### src/hdl/spsp_pkg.sv
// Shared types and constants for the serial port block
package spsp_pkg;

   // ------------------------------------------------------------
   // Reset values of the control bits
   // ------------------------------------------------------------
   localparam logic RST_INT_ENABLE = 1'b0;
   localparam logic RST_MASTER_ENABLE = 1'b0;
   localparam logic RST_PORT_ENABLE = 1'b0;
   localparam logic RST_SELECT_MODE_HI = 1'b0;
   localparam logic RST_SELECT_MODE_LO = 1'b1;

   // ------------------------------------------------------------
   // Shift geometry and timing
   // ------------------------------------------------------------
   localparam int BYTE_BITS = 8;
   localparam logic [7:0] RST_BYTE = 8'h00;
   // Serial clock half period in ns, and in system clock cycles
   localparam int SCK_HALF_NS = 32;
   localparam int CLK_PERIOD_NS = 8;
   localparam int SCK_HALF_CYC = (SCK_HALF_NS + CLK_PERIOD_NS - 1) / CLK_PERIOD_NS;
   // Synchroniser depth for pins
   localparam int SYNC_STAGES = 2;

   // ------------------------------------------------------------
   // Types
   // ------------------------------------------------------------
   // Control bits as software sees them
   typedef struct packed {
      logic int_enable;
      logic master_enable_bit;
      logic port_enable_bit;
      logic select_mode_hi;
      logic select_mode_lo;
   } spsp_ctrl_t;

   // One bit per bus line, used for levels, drives and enables
   typedef struct packed {
      logic sck;
      logic mosi;
      logic miso;
      logic slave_select;
   } spsp_pin_t;

   // Master shift sequencer
   typedef enum logic [1:0] {
      ST_IDLE = 2'b00,
      ST_LOW = 2'b01,
      ST_HIGH = 2'b10
   } spsp_state_t;

   localparam spsp_ctrl_t RST_CTRL = '{RST_INT_ENABLE, RST_MASTER_ENABLE, RST_PORT_ENABLE,
                                      RST_SELECT_MODE_HI, RST_SELECT_MODE_LO};
   localparam spsp_pin_t RST_PIN = '{1'b0, 1'b0, 1'b0, 1'b1};
   localparam spsp_pin_t RST_OE = '{1'b0, 1'b0, 1'b0, 1'b0};

endpackage : spsp_pkg

### src/hdl/spsp_port.sv
// Serial peripheral port: master or slave, 3-wire or 4-wire
`timescale 1ns/1ps
module spsp_port
   import spsp_pkg::*;
#(
   parameter int SCK_HALF = SCK_HALF_CYC
) (
   input wire logic clk,
   input wire logic rst_n,
   input wire logic ctrl_wr,
   input wire spsp_ctrl_t ctrl_wdata,
   input wire logic data_wr,
   input wire logic [7:0] data_wdata,
   input wire logic done_clr,
   input wire logic fault_clr,
   input wire spsp_pin_t pins_in,
   output spsp_ctrl_t ctrl_state,
   output logic [7:0] port_data_reg,
   output logic transfer_done_flag,
   output logic mode_fault_flag,
   output logic busy,
   output logic irq,
   output spsp_pin_t pins_out,
   output spsp_pin_t pins_oe
);

   // ------------------------------------------------------------
   // Declarations
   // ------------------------------------------------------------
   spsp_ctrl_t ctrl_reg;
   spsp_state_t state_reg;
   spsp_state_t state_next;
   spsp_pin_t pins_s;
   spsp_pin_t out_reg;
   spsp_pin_t oe_reg;
   logic [7:0] shift_reg;
   logic [7:0] rx_buf_reg;
   logic [2:0] bit_cnt_reg;
   logic [7:0] div_reg;
   logic done_reg;
   logic mode_fault_flag_reg;
   logic irq_reg;
   logic sck_d_reg;
   logic slave_act_d_reg;
   logic busy_reg;

   // ------------------------------------------------------------
   // Pin synchronisers
   // ------------------------------------------------------------
   spsp_sync #(
      .WIDTH($bits(spsp_pin_t))
   ) u_sync (
      .clk(clk),
      .rst_n(rst_n),
      .async_in(pins_in),
      .reset_level(RST_PIN),
      .sync_out(pins_s)
   );

   // ------------------------------------------------------------
   // Mode decode
   // ------------------------------------------------------------
   // multi-master decode
   wire mode_multi = !ctrl_reg.select_mode_hi && ctrl_reg.select_mode_lo;
   wire mode_four = ctrl_reg.select_mode_hi;
   wire master_run = ctrl_reg.port_enable_bit && ctrl_reg.master_enable_bit;
   wire fault_set = master_run && mode_multi && !pins_s.slave_select;
   wire slave_act = ctrl_reg.port_enable_bit && !ctrl_reg.master_enable_bit && !pins_s.slave_select;
   wire slave_start = slave_act && !slave_act_d_reg;
   wire sck_rise = pins_s.sck && !sck_d_reg;
   wire sck_fall = !pins_s.sck && sck_d_reg;

   // ------------------------------------------------------------
   // Half period divider; only runs while master is shifting
   // ------------------------------------------------------------
   wire div_tick = (div_reg == 8'(SCK_HALF - 1));
   wire [7:0] div_next = (state_reg == ST_IDLE || div_tick) ? 8'h00 : div_reg + 8'h01;

   // ------------------------------------------------------------
   // Master sequencer decode
   // ------------------------------------------------------------
   wire m_start = master_run && !fault_set && (state_reg == ST_IDLE) && data_wr;
   wire m_sample = (state_reg == ST_LOW) && div_tick;
   wire m_shift = (state_reg == ST_HIGH) && div_tick;
   wire m_last = m_shift && (bit_cnt_reg == 3'h0);
   wire s_sample = slave_act && sck_rise;
   wire s_last = s_sample && (bit_cnt_reg == 3'h7);
   wire s_load = !slave_act && !master_run && data_wr;

   // Shift input comes from the far end in either role
   wire sample_bit = master_run ? pins_s.miso : pins_s.mosi;
   wire do_sample = m_sample || s_sample;
   // incoming bits enter at the LSB end
   wire [7:0] shift_in = {shift_reg[6:0], sample_bit};
   wire [7:0] shift_next = m_start ? data_wdata :
                           s_load ? data_wdata :
                           do_sample ? shift_in : shift_reg;

   // Master counts rising edges; slave counts sampled edges
   wire [2:0] cnt_next = (m_start || (!slave_act && !master_run)) ? 3'h0 :
                         do_sample ? bit_cnt_reg + 3'h1 : bit_cnt_reg;

   wire done_set = m_last || s_last;
   wire done_next = done_set || (done_reg && !done_clr);
   wire mode_fault_flag_next = fault_set || (mode_fault_flag_reg && !fault_clr);

   always_comb begin
      state_next = state_reg;
      unique case (state_reg)
         ST_IDLE: begin
            if (m_start) begin
               state_next = ST_LOW;
            end
         end
         ST_LOW: begin
            if (!master_run) begin
               state_next = ST_IDLE;
            end else if (div_tick) begin
               state_next = ST_HIGH;
            end
         end
         ST_HIGH: begin
            if (!master_run || m_last) begin
               state_next = ST_IDLE;
            end else if (div_tick) begin
               state_next = ST_LOW;
            end
         end
         default: begin
            state_next = ST_IDLE;
         end
      endcase
   end

   // ------------------------------------------------------------
   // Control bits
   // ------------------------------------------------------------
   // fault clears enables; no self restore
   always_ff @(posedge clk or negedge rst_n) begin
      if (!rst_n) begin
         ctrl_reg <= RST_CTRL;
      end else if (fault_set) begin
         ctrl_reg.master_enable_bit <= 1'b0;
         ctrl_reg.port_enable_bit <= 1'b0;
      end else if (ctrl_wr) begin
         ctrl_reg <= ctrl_wdata;
      end
   end

   // ------------------------------------------------------------
   // Shift path, counters, flags
   // ------------------------------------------------------------
   always_ff @(posedge clk or negedge rst_n) begin
      if (!rst_n) begin
         state_reg <= ST_IDLE;
         div_reg <= 8'h00;
         shift_reg <= RST_BYTE;
         bit_cnt_reg <= 3'h0;
         sck_d_reg <= 1'b0;
         slave_act_d_reg <= 1'b0;
         busy_reg <= 1'b0;
      end else begin
         state_reg <= state_next;
         div_reg <= div_next;
         shift_reg <= shift_next;
         bit_cnt_reg <= cnt_next;
         sck_d_reg <= pins_s.sck;
         slave_act_d_reg <= slave_act;
         // Registered so the busy pin is glitch free
         busy_reg <= (state_next != ST_IDLE);
      end
   end

   always_ff @(posedge clk or negedge rst_n) begin
      if (!rst_n) begin
         rx_buf_reg <= RST_BYTE;
      end else if (m_last) begin
         rx_buf_reg <= shift_reg;
      end else if (s_last) begin
         rx_buf_reg <= shift_in;
      end
   end

   // Set wins over a clear in the same cycle
   always_ff @(posedge clk or negedge rst_n) begin
      if (!rst_n) begin
         done_reg <= 1'b0;
         mode_fault_flag_reg <= 1'b0;
         irq_reg <= 1'b0;
      end else begin
         done_reg <= done_next;
         mode_fault_flag_reg <= mode_fault_flag_next;
         irq_reg <= ctrl_reg.int_enable && (done_reg || mode_fault_flag_reg);
      end
   end

   // ------------------------------------------------------------
   // Pin drives
   // ------------------------------------------------------------
   // data out changes on the falling side
   wire mosi_next = m_start ? data_wdata[7] : m_shift ? shift_reg[7] : out_reg.mosi;
   wire miso_next = (slave_start || (slave_act && sck_fall)) ? shift_reg[7] : out_reg.miso;
   wire sck_next = (state_next == ST_HIGH);
   // select level is the lower mode bit
   wire ss_next = ctrl_reg.select_mode_lo;

   always_ff @(posedge clk or negedge rst_n) begin
      if (!rst_n) begin
         out_reg <= RST_PIN;
         oe_reg <= RST_OE;
      end else begin
         out_reg <= '{sck_next, mosi_next, miso_next, ss_next};
         // select drive only in four wire master
         oe_reg <= '{master_run, master_run, slave_act, master_run && mode_four};
      end
   end

   // ------------------------------------------------------------
   // Outputs
   // ------------------------------------------------------------
   assign ctrl_state = ctrl_reg;
   assign port_data_reg = rx_buf_reg;
   assign transfer_done_flag = done_reg;
   assign mode_fault_flag = mode_fault_flag_reg;
   assign busy = busy_reg;
   assign irq = irq_reg;
   assign pins_out = out_reg;
   assign pins_oe = oe_reg;

   // ------------------------------------------------------------
   // Checks
   // ------------------------------------------------------------
   // Counts master clock rises within one byte
   logic [3:0] chk_rises_reg;
   always_ff @(posedge clk or negedge rst_n) begin
      if (!rst_n) begin
         chk_rises_reg <= 4'h0;
      end else if (m_start) begin
         chk_rises_reg <= 4'h0;
      end else if (m_sample) begin
         chk_rises_reg <= chk_rises_reg + 4'h1;
      end
   end

   // Cycles since the slave was selected, saturating; an outside clock is slow
   logic [10:0] chk_slave_cyc_reg;
   always_ff @(posedge clk or negedge rst_n) begin
      if (!rst_n) begin
         chk_slave_cyc_reg <= 11'h000;
      end else if (slave_start) begin
         chk_slave_cyc_reg <= 11'h000;
      end else if (chk_slave_cyc_reg != 11'h7FF) begin
         chk_slave_cyc_reg <= chk_slave_cyc_reg + 11'h001;
      end
   end
endmodule : spsp_port

### src/hdl/spsp_sync.sv
// Two-stage synchroniser for asynchronous pin levels
`timescale 1ns/1ps
module spsp_sync
   import spsp_pkg::*;
#(
   parameter int WIDTH = 4
) (
   input wire logic clk,
   input wire logic rst_n,
   input wire logic [WIDTH-1:0] async_in,
   input wire logic [WIDTH-1:0] reset_level,
   output logic [WIDTH-1:0] sync_out
);

   // ------------------------------------------------------------
   // Per-bit flop pair; first stage feeds only the second
   // ------------------------------------------------------------
   genvar gi;
   generate
      for (gi = 0; gi < WIDTH; gi++) begin : g_bit
         logic meta_reg;
         logic stable_reg;
         // Reset to idle level so no false edge at release
         always_ff @(posedge clk or negedge rst_n) begin
            if (!rst_n) begin
               meta_reg <= 1'b0;
               stable_reg <= 1'b0;
            end else begin
               meta_reg <= async_in[gi] ^ reset_level[gi];
               stable_reg <= meta_reg;
            end
         end
         assign sync_out[gi] = stable_reg ^ reset_level[gi];
      end
   endgenerate

endmodule : spsp_sync

### config.mk
export PLATFORM = sky130hd
export DESIGN_NAME = spsp_port
export DESIGN_NICKNAME = d
export VERILOG_FILES = /design/src/hdl/spsp_pkg.sv /design/src/hdl/spsp_port.sv /design/src/hdl/spsp_sync.sv
export SDC_FILE = /design/constraint.sdc
export NUM_CORES = 1
export LEC_CHECK = 0
export BUFFER_PORTS_ARGS = -buffer_cell sky130_fd_sc_hd__buf_2
export CAP_MARGIN = 0
export CORE_ASPECT_RATIO = 1.1
export CORE_UTILIZATION = 55
export CTS_CLUSTER_SIZE = 25
export DETAILED_ROUTE_END_ITERATION = 7
export GPL_ROUTABILITY_DRIVEN = 0
export PLACE_DENSITY = 0.87
export SLEW_MARGIN = 10
export SYNTH_ARGS = -nofsm -noshare
export SYNTH_HDL_FRONTEND = slang
export SYNTH_HIERARCHICAL = 1
export SYNTH_SLANG_ARGS = --single-unit
### constraint.sdc
create_clock -name clk -period 2.4 [get_ports clk]
set_clock_uncertainty 0.1 [all_clocks]
set_input_delay 0.36 -clock clk [delete_from_list [all_inputs] [get_ports clk]]
set_output_delay 0.36 -clock clk [all_outputs]
set_load 0.02 [all_outputs]
== Word level (Yosys, flattened, before mapping) ==
Index checks and enable logic that the tools add are counted.
Storage, ports and cells
  input bits: 23
  word-level logic and storage cells: 110
  output and inout bits: 25
  bits in registers: 54
Operators by class
  multiplexer cells: 19
  eq/ne operators: 5
  reduce and logical (&&, ||, !) cells: 52
  $add $sub $neg: 2
  bitwise gates (word level): 2
Operators by type and width (count)
  $mux 8: 6
  $logic_and 1x1->1: 24
  $mux 2: 6
  $logic_not 1->1: 10
  $reduce_bool 2->1: 5
  $logic_or 1x1->1: 9
  $add 8x1->8 const B: 1
  $eq 8x2->1 const B: 1
  $mux 3: 2
  $pmux 2 s3: 1
  $eq 2x2->1 const B: 2
  $mux 4: 1
  $add 3x1->3 const B: 1
  $eq 3x3->1 const B: 1
  $logic_not 3->1: 1
  $mux 1: 3
  $reduce_bool 3->1: 1
  $eq 2x1->1 const B: 1
  $logic_not 2->1: 1
  $not 1->1: 2
  $reduce_and 2->1: 1

== Logic depth before layout (Yosys ltp) ==
Gate-level depths: netlist (run 1).
  depth in word-level cells: 11
  gate-level depth with buffers: 7
  depth with buffers taken out: 6

== Modules after synthesis ==
Netlist (run 1), hierarchy kept.
Modules (own cells, without submodules)
  spsp_port: area each 2243.4 um2, cells an instance 216, sequential area each 1153.6 um2, times used 1
  spsp_sync: area each 270.3 um2, cells an instance 16, sequential area each 200.2 um2, times used 1

== Least setup slack after synthesis (run 1) ==
OpenSTA, ideal clock, no wires.
  kind: flip-flop to flip-flop
  from: reg ctrl_reg (netlist bit ctrl_state[3])
  to: reg rx_buf_reg[0] (netlist: port_data_reg[0])
  period minus slack after synthesis: 1.869 ns
  required time: 2.175 ns
  path slack: 0.531 ns
  path buffers: 1
  arrival: 1.644 ns
  cell stages (with the launch flop): 6
  library setup time: 0.125 ns
  cell sequence: dfrtp_1 buf_6 nor3b_4 nand3_4 mux2_1 mux2_4
On the way
  longest elaborated chain between the ends: 6
  elaborated cells between the ends (all ways): 10
  classes of those cells: 3 x mux; 7 x reduce/logical
Ends and longest elaborated chain
  from (decl): line spsp_port.sv:30  | spsp_ctrl_t ctrl_reg;
  from (signal assigned): line spsp_port.sv:146  | ctrl_reg <= ctrl_wdata;
  $logic_not 1->1: line spsp_port.sv:68  | wire slave_act = ctrl_reg.port_enable_bit && !ctrl_reg.master_enable_bit && !pins_s.slave_select;
  $logic_and 1x1->1 (2 in series): line spsp_port.sv:68
  net slave_act: line spsp_port.sv:68
  $logic_and 1x1->1: line spsp_port.sv:86  | wire s_sample = slave_act && sck_rise;
  $logic_and 1x1->1: line spsp_port.sv:87  | wire s_last = s_sample && (bit_cnt_reg == 3'h7);
  $reduce_bool 2->1 (no source line)
  to (signal assigned): line spsp_port.sv:178  | rx_buf_reg <= shift_reg;
  to (signal assigned): line spsp_port.sv:180  | rx_buf_reg <= shift_in;
  to (decl): line spsp_port.sv:37  | logic [7:0] rx_buf_reg;
The timed path passes the listed nets, and every way through them passes these cells. The select of a mux whose other input is x is not followed.
A chain may end at the register's enable or synchronous reset.

== Worst setup path in the final report (run 1) ==
  from: reg u_sync.g_bit[0].stable_reg
  to: reg shift_reg[0]
On the way
  longest elaborated chain between the ends: 6
  elaborated cells between the ends (all ways): 14
  classes of those cells: 2 x mux; 12 x reduce/logical
Ends and longest elaborated chain
  from (decl): line spsp_sync.sv:22  | logic stable_reg;
  from (signal assigned): line spsp_sync.sv:30  | stable_reg <= meta_reg;
  $logic_and 1x1->1 (on tied branches): line spsp_port.sv:68, spsp_port.sv:67
  $logic_not 1->1 (on tied branches): line spsp_port.sv:88, spsp_port.sv:82
  $logic_and 1x1->1 (on tied branches) (2 in series): line spsp_port.sv:88, spsp_port.sv:82
  $mux 8 or $logic_and 1x1->1 (tied branches): line spsp_port.sv:96, spsp_port.sv:82
  $mux 8 or $reduce_bool 3->1 (tied branches)
  to (signal assigned): line spsp_port.sv:165  | shift_reg <= shift_next;
  to (decl): line spsp_port.sv:36  | logic [7:0] shift_reg;
Several ways; a longest one is shown, not always the timed one.

==> impl_results.md, run 1 <==
* Vias in the first global route at approximately 1,800
* Largest net degree at the start of global routing at between 50 and 60
* Final setup margin at 413 ps
* Final setup violation count at 0
* DIE HEIGHT at about 73 um
* Synthesis-to-layout area growth at 15.2%
* Routed vias at ~1,800
* Flop pwr share at 0.539
* Cts repair resizes at 0
* Share of total power in the clock network at 0.298
* DRC Markers at 0
* Synth top area cells: dfrtp_1 (52%), xor2_1 (4.2%), a21oi_1 (3.8%), mux2i_1 (3.6%), nor2_1 (3.3%)
* Yosys top cell area share at 0.518
* Clk sinks at between 50 and 60
* Pwr Density at between 600 and 700 nW/um^2
* Crit start category: flop
* Slew @ Worst Pin at between 600 and 700 ps
* DP Wirelength at roughly 3400 um
* Slew HR at 0.557
* Combinational share of power at 0.163
* Dpl ws at ~440 ps
* Skew-Pair Late Insertion Delay at between 300 and 400 ps
* Initial antenna violation count at 0
* R2r setup slk at about 410 ps
* CTS buffer count at 5
* Ys flop type: dfrtp_1
* Crit path time final at 1990 ps
* Grt ovf at 0
* # placed instances at between 300 and 400
* Critical Path Fanout Max at 10
* RR Endpoint: shift_reg[0]
* FP Rows at 25
* Vias per cell at around 5.4
* Internal at 1.45 mW
* Fin util at 0.666
* CTS Hold Bufs at 0
* Post-synthesis cell area at about 2500 um^2
* Max Slew Vio Count at 0
* Req. time, crit path at between 2000 and 3000 ps
* First-pass GRT wire length at between 8000 and 9000 um
* GRT Total Usage at 0.230
* Hold Fails Final Rpt at 0
* WS Path Type: flop to flop
* Largest area contributor in the synthesized netlist: dfrtp_1
* Share of cells above drive strength 1 at 0.261
* Starting Density at 0.578
* Worst r2r src: u_sync/g_bit[0].stable_reg
* Setup TNS Final at 0 ps
* Number of buffers added on ports at between 40 and 50
* Die area at 4840 um^2
* CP Data Arrival Time at 2120 ps
* Yosys cell types at 43
* Root buf cell: clkbuf_8
* P_leak at between 1 and 1.5 nW
* CTS Buffer Depth at 2
* Post-synth top cells: dfrtp_1 (52), nor2_1 (22), a21oi_1 (19)
* Ys async rst share at 1.00
* IO Pins at 48
* Net count, final at 310
* Post-synth EDFFs at 0
* Switch Pwr at about 0.55 mW
* Clk slew on worst S/H paths at about 100 ps
* DP Area at around 2800 um^2
* Cell with the most instances after synthesis: dfrtp_1
* Setup Fix Bufs, Post-CTS at 0
* H-Tree Depth at 2
* Critical Path End Type: flop
* Avg Cell Area, Syn at approximately 11 um^2
* Die X-Extent at ~66 um
* Seq/Total Area, Yosys at 0.539
* Final worst-path cycle share at 0.828
* Wirelength per Cell at about 14 um
* Core Region at 4350 um^2
* DRT antenna net count at 0
* CTS tree: yes
* Hold Crit Class: input port to async pin
* R2R cell count at 5
* Post-Layout Cell Count at roughly 340
* Fmax at 503 MHz
* Starting DRT DRC Count at between 100 and 150
* Worst vdd ir at 0.358 mV
* Post-Synthesis Cells at 232
* Unrepaired setup endpoints after global routing: no
* Sw frac at 0.276
* Synth Register Bits at 54
* Total of max-cap violations at 0
* Drt total wl at 4780 um
* Yosys warns at 6
* WHS at about 65 ps
* DR pass1 iterations at 4
* Status: finished clean
* Design Area, Final at 2900 um^2
* Tot Pwr at 2.00 mW
* N_diodes at 0
[cell usage in the layout, fill, tap and decap left out, types with 2 or more instances in the layout]
cell and count:
dfrtp_1 52, buf_2 47, nor2_1 22, a21oi_1 19
nand3_1 16, xor2_1 12, o21ai_0 12, a31oi_1 9
mux2i_1 9, inv_1 8, conb_1 8, nand2_1 6
mux2_2 6, clkbuf_8 5, nor2b_1 4, nand2b_1 4
ha_1 4, and3_1 3, nand4_1 3, o21ai_1 3
buf_4 3, and2_1 2, xnor2_1 2, nor3_1 2
mux2_1 2, clkbuf_1 2, dfstp_2 2
[power groups by stage]
stage	Clock, mW	Combinational [mW]	Sequential [mW]
floorplan	0	0.199	1.11
global placement	0	0.319	1.09
detailed placement	0	0.328	1.10
CTS	0.606	0.329	1.08
global route	0.642	0.365	1.09
finish	0.595	0.326	1.08
[layout make-up]
| type | count | area, um^2 |
|---|---|---|
| clock buffers | 7 | 76.3 |
| clock inverters | 1 | 30.0 |
| flip-flops and latches | 54 | 1350 |
| inverters | 8 | 30.0 |
| multi-input cells | 164 | 1080 |
| repair buffers | 50 | 258 |
| fillers | 351 | 1450 |
| well taps | 54 | 67.6 |
[worst max-delay path, stage by stage, from the launching register on]
cell and delay [ps]:
dfrtp_1 380, xor2_1 340, or3b_1 270, nand4_2 270
and2_1 350, o221ai_1 200
[cell families (layout without fill, tap and decap cells)]
kind of cell | Yosys count | after routing | share of synthesized area
AND/OR/NAND/NOR | 72 | 72 | 0.166
adder cells (fa/ha/maj) | 4 | 4 | 0.0199
buffers and inverters | 20 | 66 | 0.0408
AO/OA/AOI/OAI | 48 | 48 | 0.106
other | 2 | 8 | 0.00299
multiplexers | 18 | 18 | 0.0776
flip-flops | 54 | 54 | 0.539
XOR/XNOR | 14 | 14 | 0.0488
[how the worst max path moves through the flow]
stage / from / to / slack [ps] / depth (start not counted)
after floorplan: ctrl_state[3] / port_data_reg[0] / 530 / 5
after global placement: ctrl_state[3] / port_data_reg[0] / 480 / 4
after detailed placement: u_sync/g_bit[0].stable_reg / shift_reg[0] / 440 / 5
after CTS: u_sync/g_bit[0].stable_reg / shift_reg[0] / 420 / 5
after global routing: u_sync/g_bit[0].stable_reg / shift_reg[0] / 270 / 5
final: u_sync/g_bit[0].stable_reg / shift_reg[0] / 410 / 5
[per-layer routing]
metal | vias up | global-route usage | wire (um)
li1 | 891 | - | -
met1 | 872 | 0.288 | 2060
met2 | 57 | 0.378 | 2380
met3 | 12 | 0.0609 | 228
met4 | 0 | 0.0969 | 99
met5 | - | 0 | 0
Power figures use the tool's default switching activity.
==> inputs of run 2 (changes only) <==
==> constraint.sdc (replaced) <==
create_clock -name clk -period 1.9 [get_ports clk]
set_clock_uncertainty 0.1 [all_clocks]
set_input_delay 0.285 -clock clk [delete_from_list [all_inputs] [get_ports clk]]
set_output_delay 0.285 -clock clk [all_outputs]
set_load 0.02 [all_outputs]
==> impl_results.md, run 2 (synthesis results as in run 1) <==
* Most frequent cells in the layout: dfrtp_1 (52), buf_2 (47), nor2_1 (22)
* Number of buffers added on ports at 47
* Unrepaired setup endpoints after global routing: no
* CP Cell Sequence: xor2_1, nor2b_1, nand3_4, mux2_1, mux2_4
* Max Slew Vio Count at 0
* WS Path Type: flop to flop
* CTS buffer count at 5
* Critical Path End Type: flop
* Setup TNS Final at 0 ps
* Starting DRT DRC Count at between 100 and 150
* H-Tree Depth at 2
* Grt ovf at 0
* Skew-Pair Late Insertion Delay at about 310 ps
* CTS Buffer Depth at 2
* Share of cells above drive strength 1 at 0.291
* Drt total wl at 4980 um
* Final worst-path cycle share at 0.955
* FILL cells at between 300 and 400
* DIE HEIGHT at between 70 and 80 um
* CTS tree: yes
* Clk slew on worst S/H paths at approximately 90 ps
* Max stage delay on crit path at between 300 and 400 ps
* Req. time, crit path at 2000 ps
* Die X-Extent at 66.5 um
* Synthesis-to-layout area growth at 18.3%
* Worst vdd ir at 0.792 mV
* Crit start category: flop
* Net count, final at around 320
* Crit path time final at between 1500 and 2000 ps
* M1 WL at ~2100 um
* Vias in the first global route at roughly 1,900
* IO Pins at 48
* Initial antenna violation count at 0
* DRT antenna net count at 0
* CP Data Arrival Time at ~1900 ps
* Pwr Density at ~820 nW/um^2
* Commonest non-fill, non-tap cell in the layout: dfrtp_1
* Hold Crit Class: input port to flop
* Total of max-cap violations at 0
* Wirelength per Cell at between 10 and 15 um
* DRC Markers at 0
* First-pass GRT wire length at about 8200 um
* Core Region at 4350 um^2
* Slew HR at 0.669
* Critical Path Slowest Stage Cell: dfrtp_1
* P_leak at around 1.4 nW
* DR pass1 iterations at 4
* Final setup violation count at 0
* Slew @ Worst Pin at roughly 500 ps
* WL met3 at about 170 um
* Starting Density at 0.578
* Largest net degree at the start of global routing at 55
* DP Wirelength at about 3500 um
* FP Rows at 25
* Routed vias at approximately 1,900
* Hold Fails Final Rpt at 0
* Critical Path Fanout Max at 3
* Root buf cell: clkbuf_8
* N_diodes at 0
* Fmax at ~550 MHz
* Status: finished clean
* Met2 wire length at ~2700 um
* Tot Pwr at 2.45 mW
* Top sig layer: met4
* Clk sinks at 54
* Vias per cell at 5.45
* GRT Total Usage at 0.231
* Die area at 4840 um^2
==> run 2: cell type report <==
class                           instances  area (um^2)  share of cell area
Clock buffer                            7         86.3              0.0290
Clock inverter                          1         5.00             0.00168
Inverter                                8         30.0              0.0101
Multi-Input combinational cell        164         1100               0.369
Sequential cell                        54         1350               0.455
Tap cell                               54         67.6              0.0227
Timing Repair Buffer                   58          333               0.112
==> run 2: path summary, 6_finish.rpt <==
path                            slack (ps)                          to                  startpoint  cells past startpoint
worst max-delay path                    90            port_data_reg[0]  u_sync/g_bit[3].stable_reg                      5
worst max register to register          90            port_data_reg[0]  u_sync/g_bit[3].stable_reg                      5
worst min-delay path                    50    u_sync/g_bit[0].meta_reg                  pins_in[0]                      2
worst min register to register         250  u_sync/g_bit[2].stable_reg    u_sync/g_bit[2].meta_reg                      0
max in group asynchronous             1030                 pins_out[0]                       rst_n                      3
min in group asynchronous              390                   mode_four                       rst_n                      3
==> run 2: through the flow <==
step                       util  hold slack, ps  worst slack [ps]  area (um^2)  cells
final                     0.684            52.8              86.0         2970    346
after CTS                 0.680            46.7              14.4         2960    346
after detailed placement  0.656             198              26.8         2850    337
after global placement    0.656             197              94.6         2850    337
after global routing      0.684            50.7              1.77         2970    346
after floorplan               -            -111              30.6         2540    238
==> run 2: repair_timing <==
item | 4_1_cts | 5_1_grt
resized for setup | 0 | 4
setup endpoints to repair | 0 | 13
hold buffers | 1 | 0
buffers inserted | 0 | 0
endpoints found under the hold margin | 52 | 0
==> run 2: worst max-delay path: cells and delay by family, from the launching register on <==
kind,cells,cell delay (ps)
muxes,2,580
and+or+nand+nor,2,430
DFF,1,370
xor gates and xnor gates,1,230
==> run 2: routing by layer <==
metal  vias up  GRT usage
met2        41      0.402
li1        908          -
met4         0      0.111
met3         7     0.0391
met5         -          0
met1       931      0.276
==> run 2: power by group <==
| part | switching, mW | internal (mW) |
|---|---|---|
| Clock | 0.355 | 0.295 |
| Sequential | 0.0976 | 1.27 |
| Combinational | 0.252 | 0.185 |
==> inputs of run 3 (changes only) <==
==> constraint.sdc (replaced) <==
create_clock -name clk -period 1.9 [get_ports clk]
set_clock_uncertainty 0.1 [all_clocks]
set_input_delay 0.095 -clock clk [delete_from_list [all_inputs] [get_ports clk]]
set_output_delay 0.095 -clock clk [all_outputs]
set_load 0.02 [all_outputs]
==> impl_results.md, run 3 (synthesis results as in run 1) <==
* H-Tree Depth at 2
* Setup TNS Final at 0 ps
* GRT Total Usage at 0.250
* Net count, final at between 300 and 400
* Most frequent cells in the layout: dfrtp_1 (52), buf_2 (47), nor2_1 (22)
* N_diodes at 0
* Total of max-cap violations at 0
* Number of buffers added on ports at between 40 and 50
* Crit path time final at 1840 ps
* Clk slew on worst S/H paths at ~90 ps
* Crit path launch: u_sync/g_bit[0].stable_reg
* Root buf cell: clkbuf_8
* Crit start category: flop
* Internal at around 1.7 mW
* Commonest non-fill, non-tap cell in the layout: dfrtp_1
* Hold Crit Start: data_wdata[0]
* Share of total power in the clock network at 0.247
* DR pass1 iterations at 4
* FP Rows at 25
* Starting Density at 0.578
* Share of cells above drive strength 1 at 0.268
* CTS Buffer Depth at 2
* Vias in the first global route at between 1,500 and 2,000
* Slew @ Worst Pin at between 500 and 600 ps
* Worst vdd ir at between 0.6 and 0.7 mV
* CTS buffer count at 5
* DP Area at around 2900 um^2
* Wirelength per Cell at around 15 um
* Req. time, crit path at ~2000 ps
* Starting DRT DRC Count at about 140
* DRT antenna net count at 0
* CP Data Arrival Time at between 1500 and 2000 ps
* Status: finished clean
* P_leak at 1.51 nW
* DRC Markers at 0
* Slew HR at 0.629
* Die area at between 4000 and 5000 um^2
* Sw frac at 0.291
* Routed vias at around 2,000
* Largest net degree at the start of global routing at 55
* IO Pins at 48
* Hold Fails Final Rpt at 0
* FILL cells at 315
* Initial antenna violation count at 0
* Switch Pwr at 0.718 mW
* Die X-Extent at approximately 66 um
* Critical Path Fanout Max at 5
* Drt total wl at 5460 um
* Flop pwr share at 0.555
* Vias per cell at ~5.4
* Worst r2r src: u_sync/g_bit[0].stable_reg
* Critical Path End Type: flop
* First-pass GRT wire length at 8830 um
* Design Area, Final at between 3000 and 4000 um^2
* Final worst-path cycle share at 0.966
* Fin util at 0.729
* CTS tree: yes
* Skew-Pair Late Insertion Delay at 310 ps
* Synthesis-to-layout area growth at 26.1%
* DP Wirelength at roughly 3600 um
* R2r setup slk at 60 ps
* Grt ovf at 0
* Tot Pwr at around 2.5 mW
* DIE HEIGHT at around 73 um
* Setup Fix Bufs, Post-CTS at 0
* WS Path Type: flop to flop
* Combinational share of power at 0.198
* Clk sinks at 54
* Pwr Density at approximately 780 nW/um^2
* Hold Crit Class: input port to flop
* Max Slew Vio Count at 0
* Fmax at roughly 540 MHz
* Core Region at approximately 4300 um^2
* Final setup violation count at 0
## run 3: routing by layer
| metal | share of wire | global-route usage | wire [um] |
|---|---|---|---|
| met4 | 0.021 | 0.116 | 116 |
| met3 | 0.045 | 0.0734 | 244 |
| met2 | 0.51 | 0.402 | 2790 |
| met5 | 0 | 0 | 0 |
| met1 | 0.42 | 0.311 | 2310 |
## run 3: what timing repair did
item                       CTS  global route
gates resized for setup      0             5
hold buffers                21             0
setup endpoints to repair    0            22
hold endpoints to repair    73             0
## run 3: power by group through the flow
stage / Sequential (mW) / Clock [mW] / Combinational (mW)
after global routing: 1.38 / 0.666 / 0.531
after CTS: 1.36 / 0.625 / 0.477
final: 1.37 / 0.610 / 0.489
after detailed placement: 1.39 / 0 / 0.439
after floorplan: 1.41 / 0 / 0.251
after global placement: 1.38 / 0 / 0.424
## run 3: final timing paths
check                      cells after the start                    endpoint
max in group asynchronous                      3                 pins_out[0]
setup reg to reg                               6            port_data_reg[0]
hold / removal                                 3                shift_reg[0]
setup / recovery                               6            port_data_reg[0]
hold reg to reg                                0  u_sync/g_bit[2].stable_reg
min in group asynchronous                      3               ctrl_state[4]
## run 3: layout make-up
type | instances | area [um^2] | area share
Timing Repair Buffer | 79 | 544 | 0.172
Sequential cell | 54 | 1350 | 0.427
Clock buffer | 8 | 80.1 | 0.0253
Tap cell | 54 | 67.6 | 0.0213
Multi-Input combinational cell | 164 | 1090 | 0.345
Inverter | 8 | 30.0 | 0.00947
## run 3: per-stage QoR
stage | std cells | setup slack (ps) | hold slack, ps
after global routing | 367 | -9.34 | 14.7
after detailed placement | 338 | 18.8 | 11.5
final | 367 | 64.3 | 3.17
after floorplan | 238 | 30.6 | -301
after CTS | 367 | 8.18 | 1.93
after global placement | 338 | 95.7 | 8.06
## run 3: critical path, stage by stage (launching register included)
cell and delay [ps]:
dfrtp_1 350, xor2_1 110, buf_4 170, nor3b_4 320, nand3_4 110, mux2_1 320
mux2_4 250
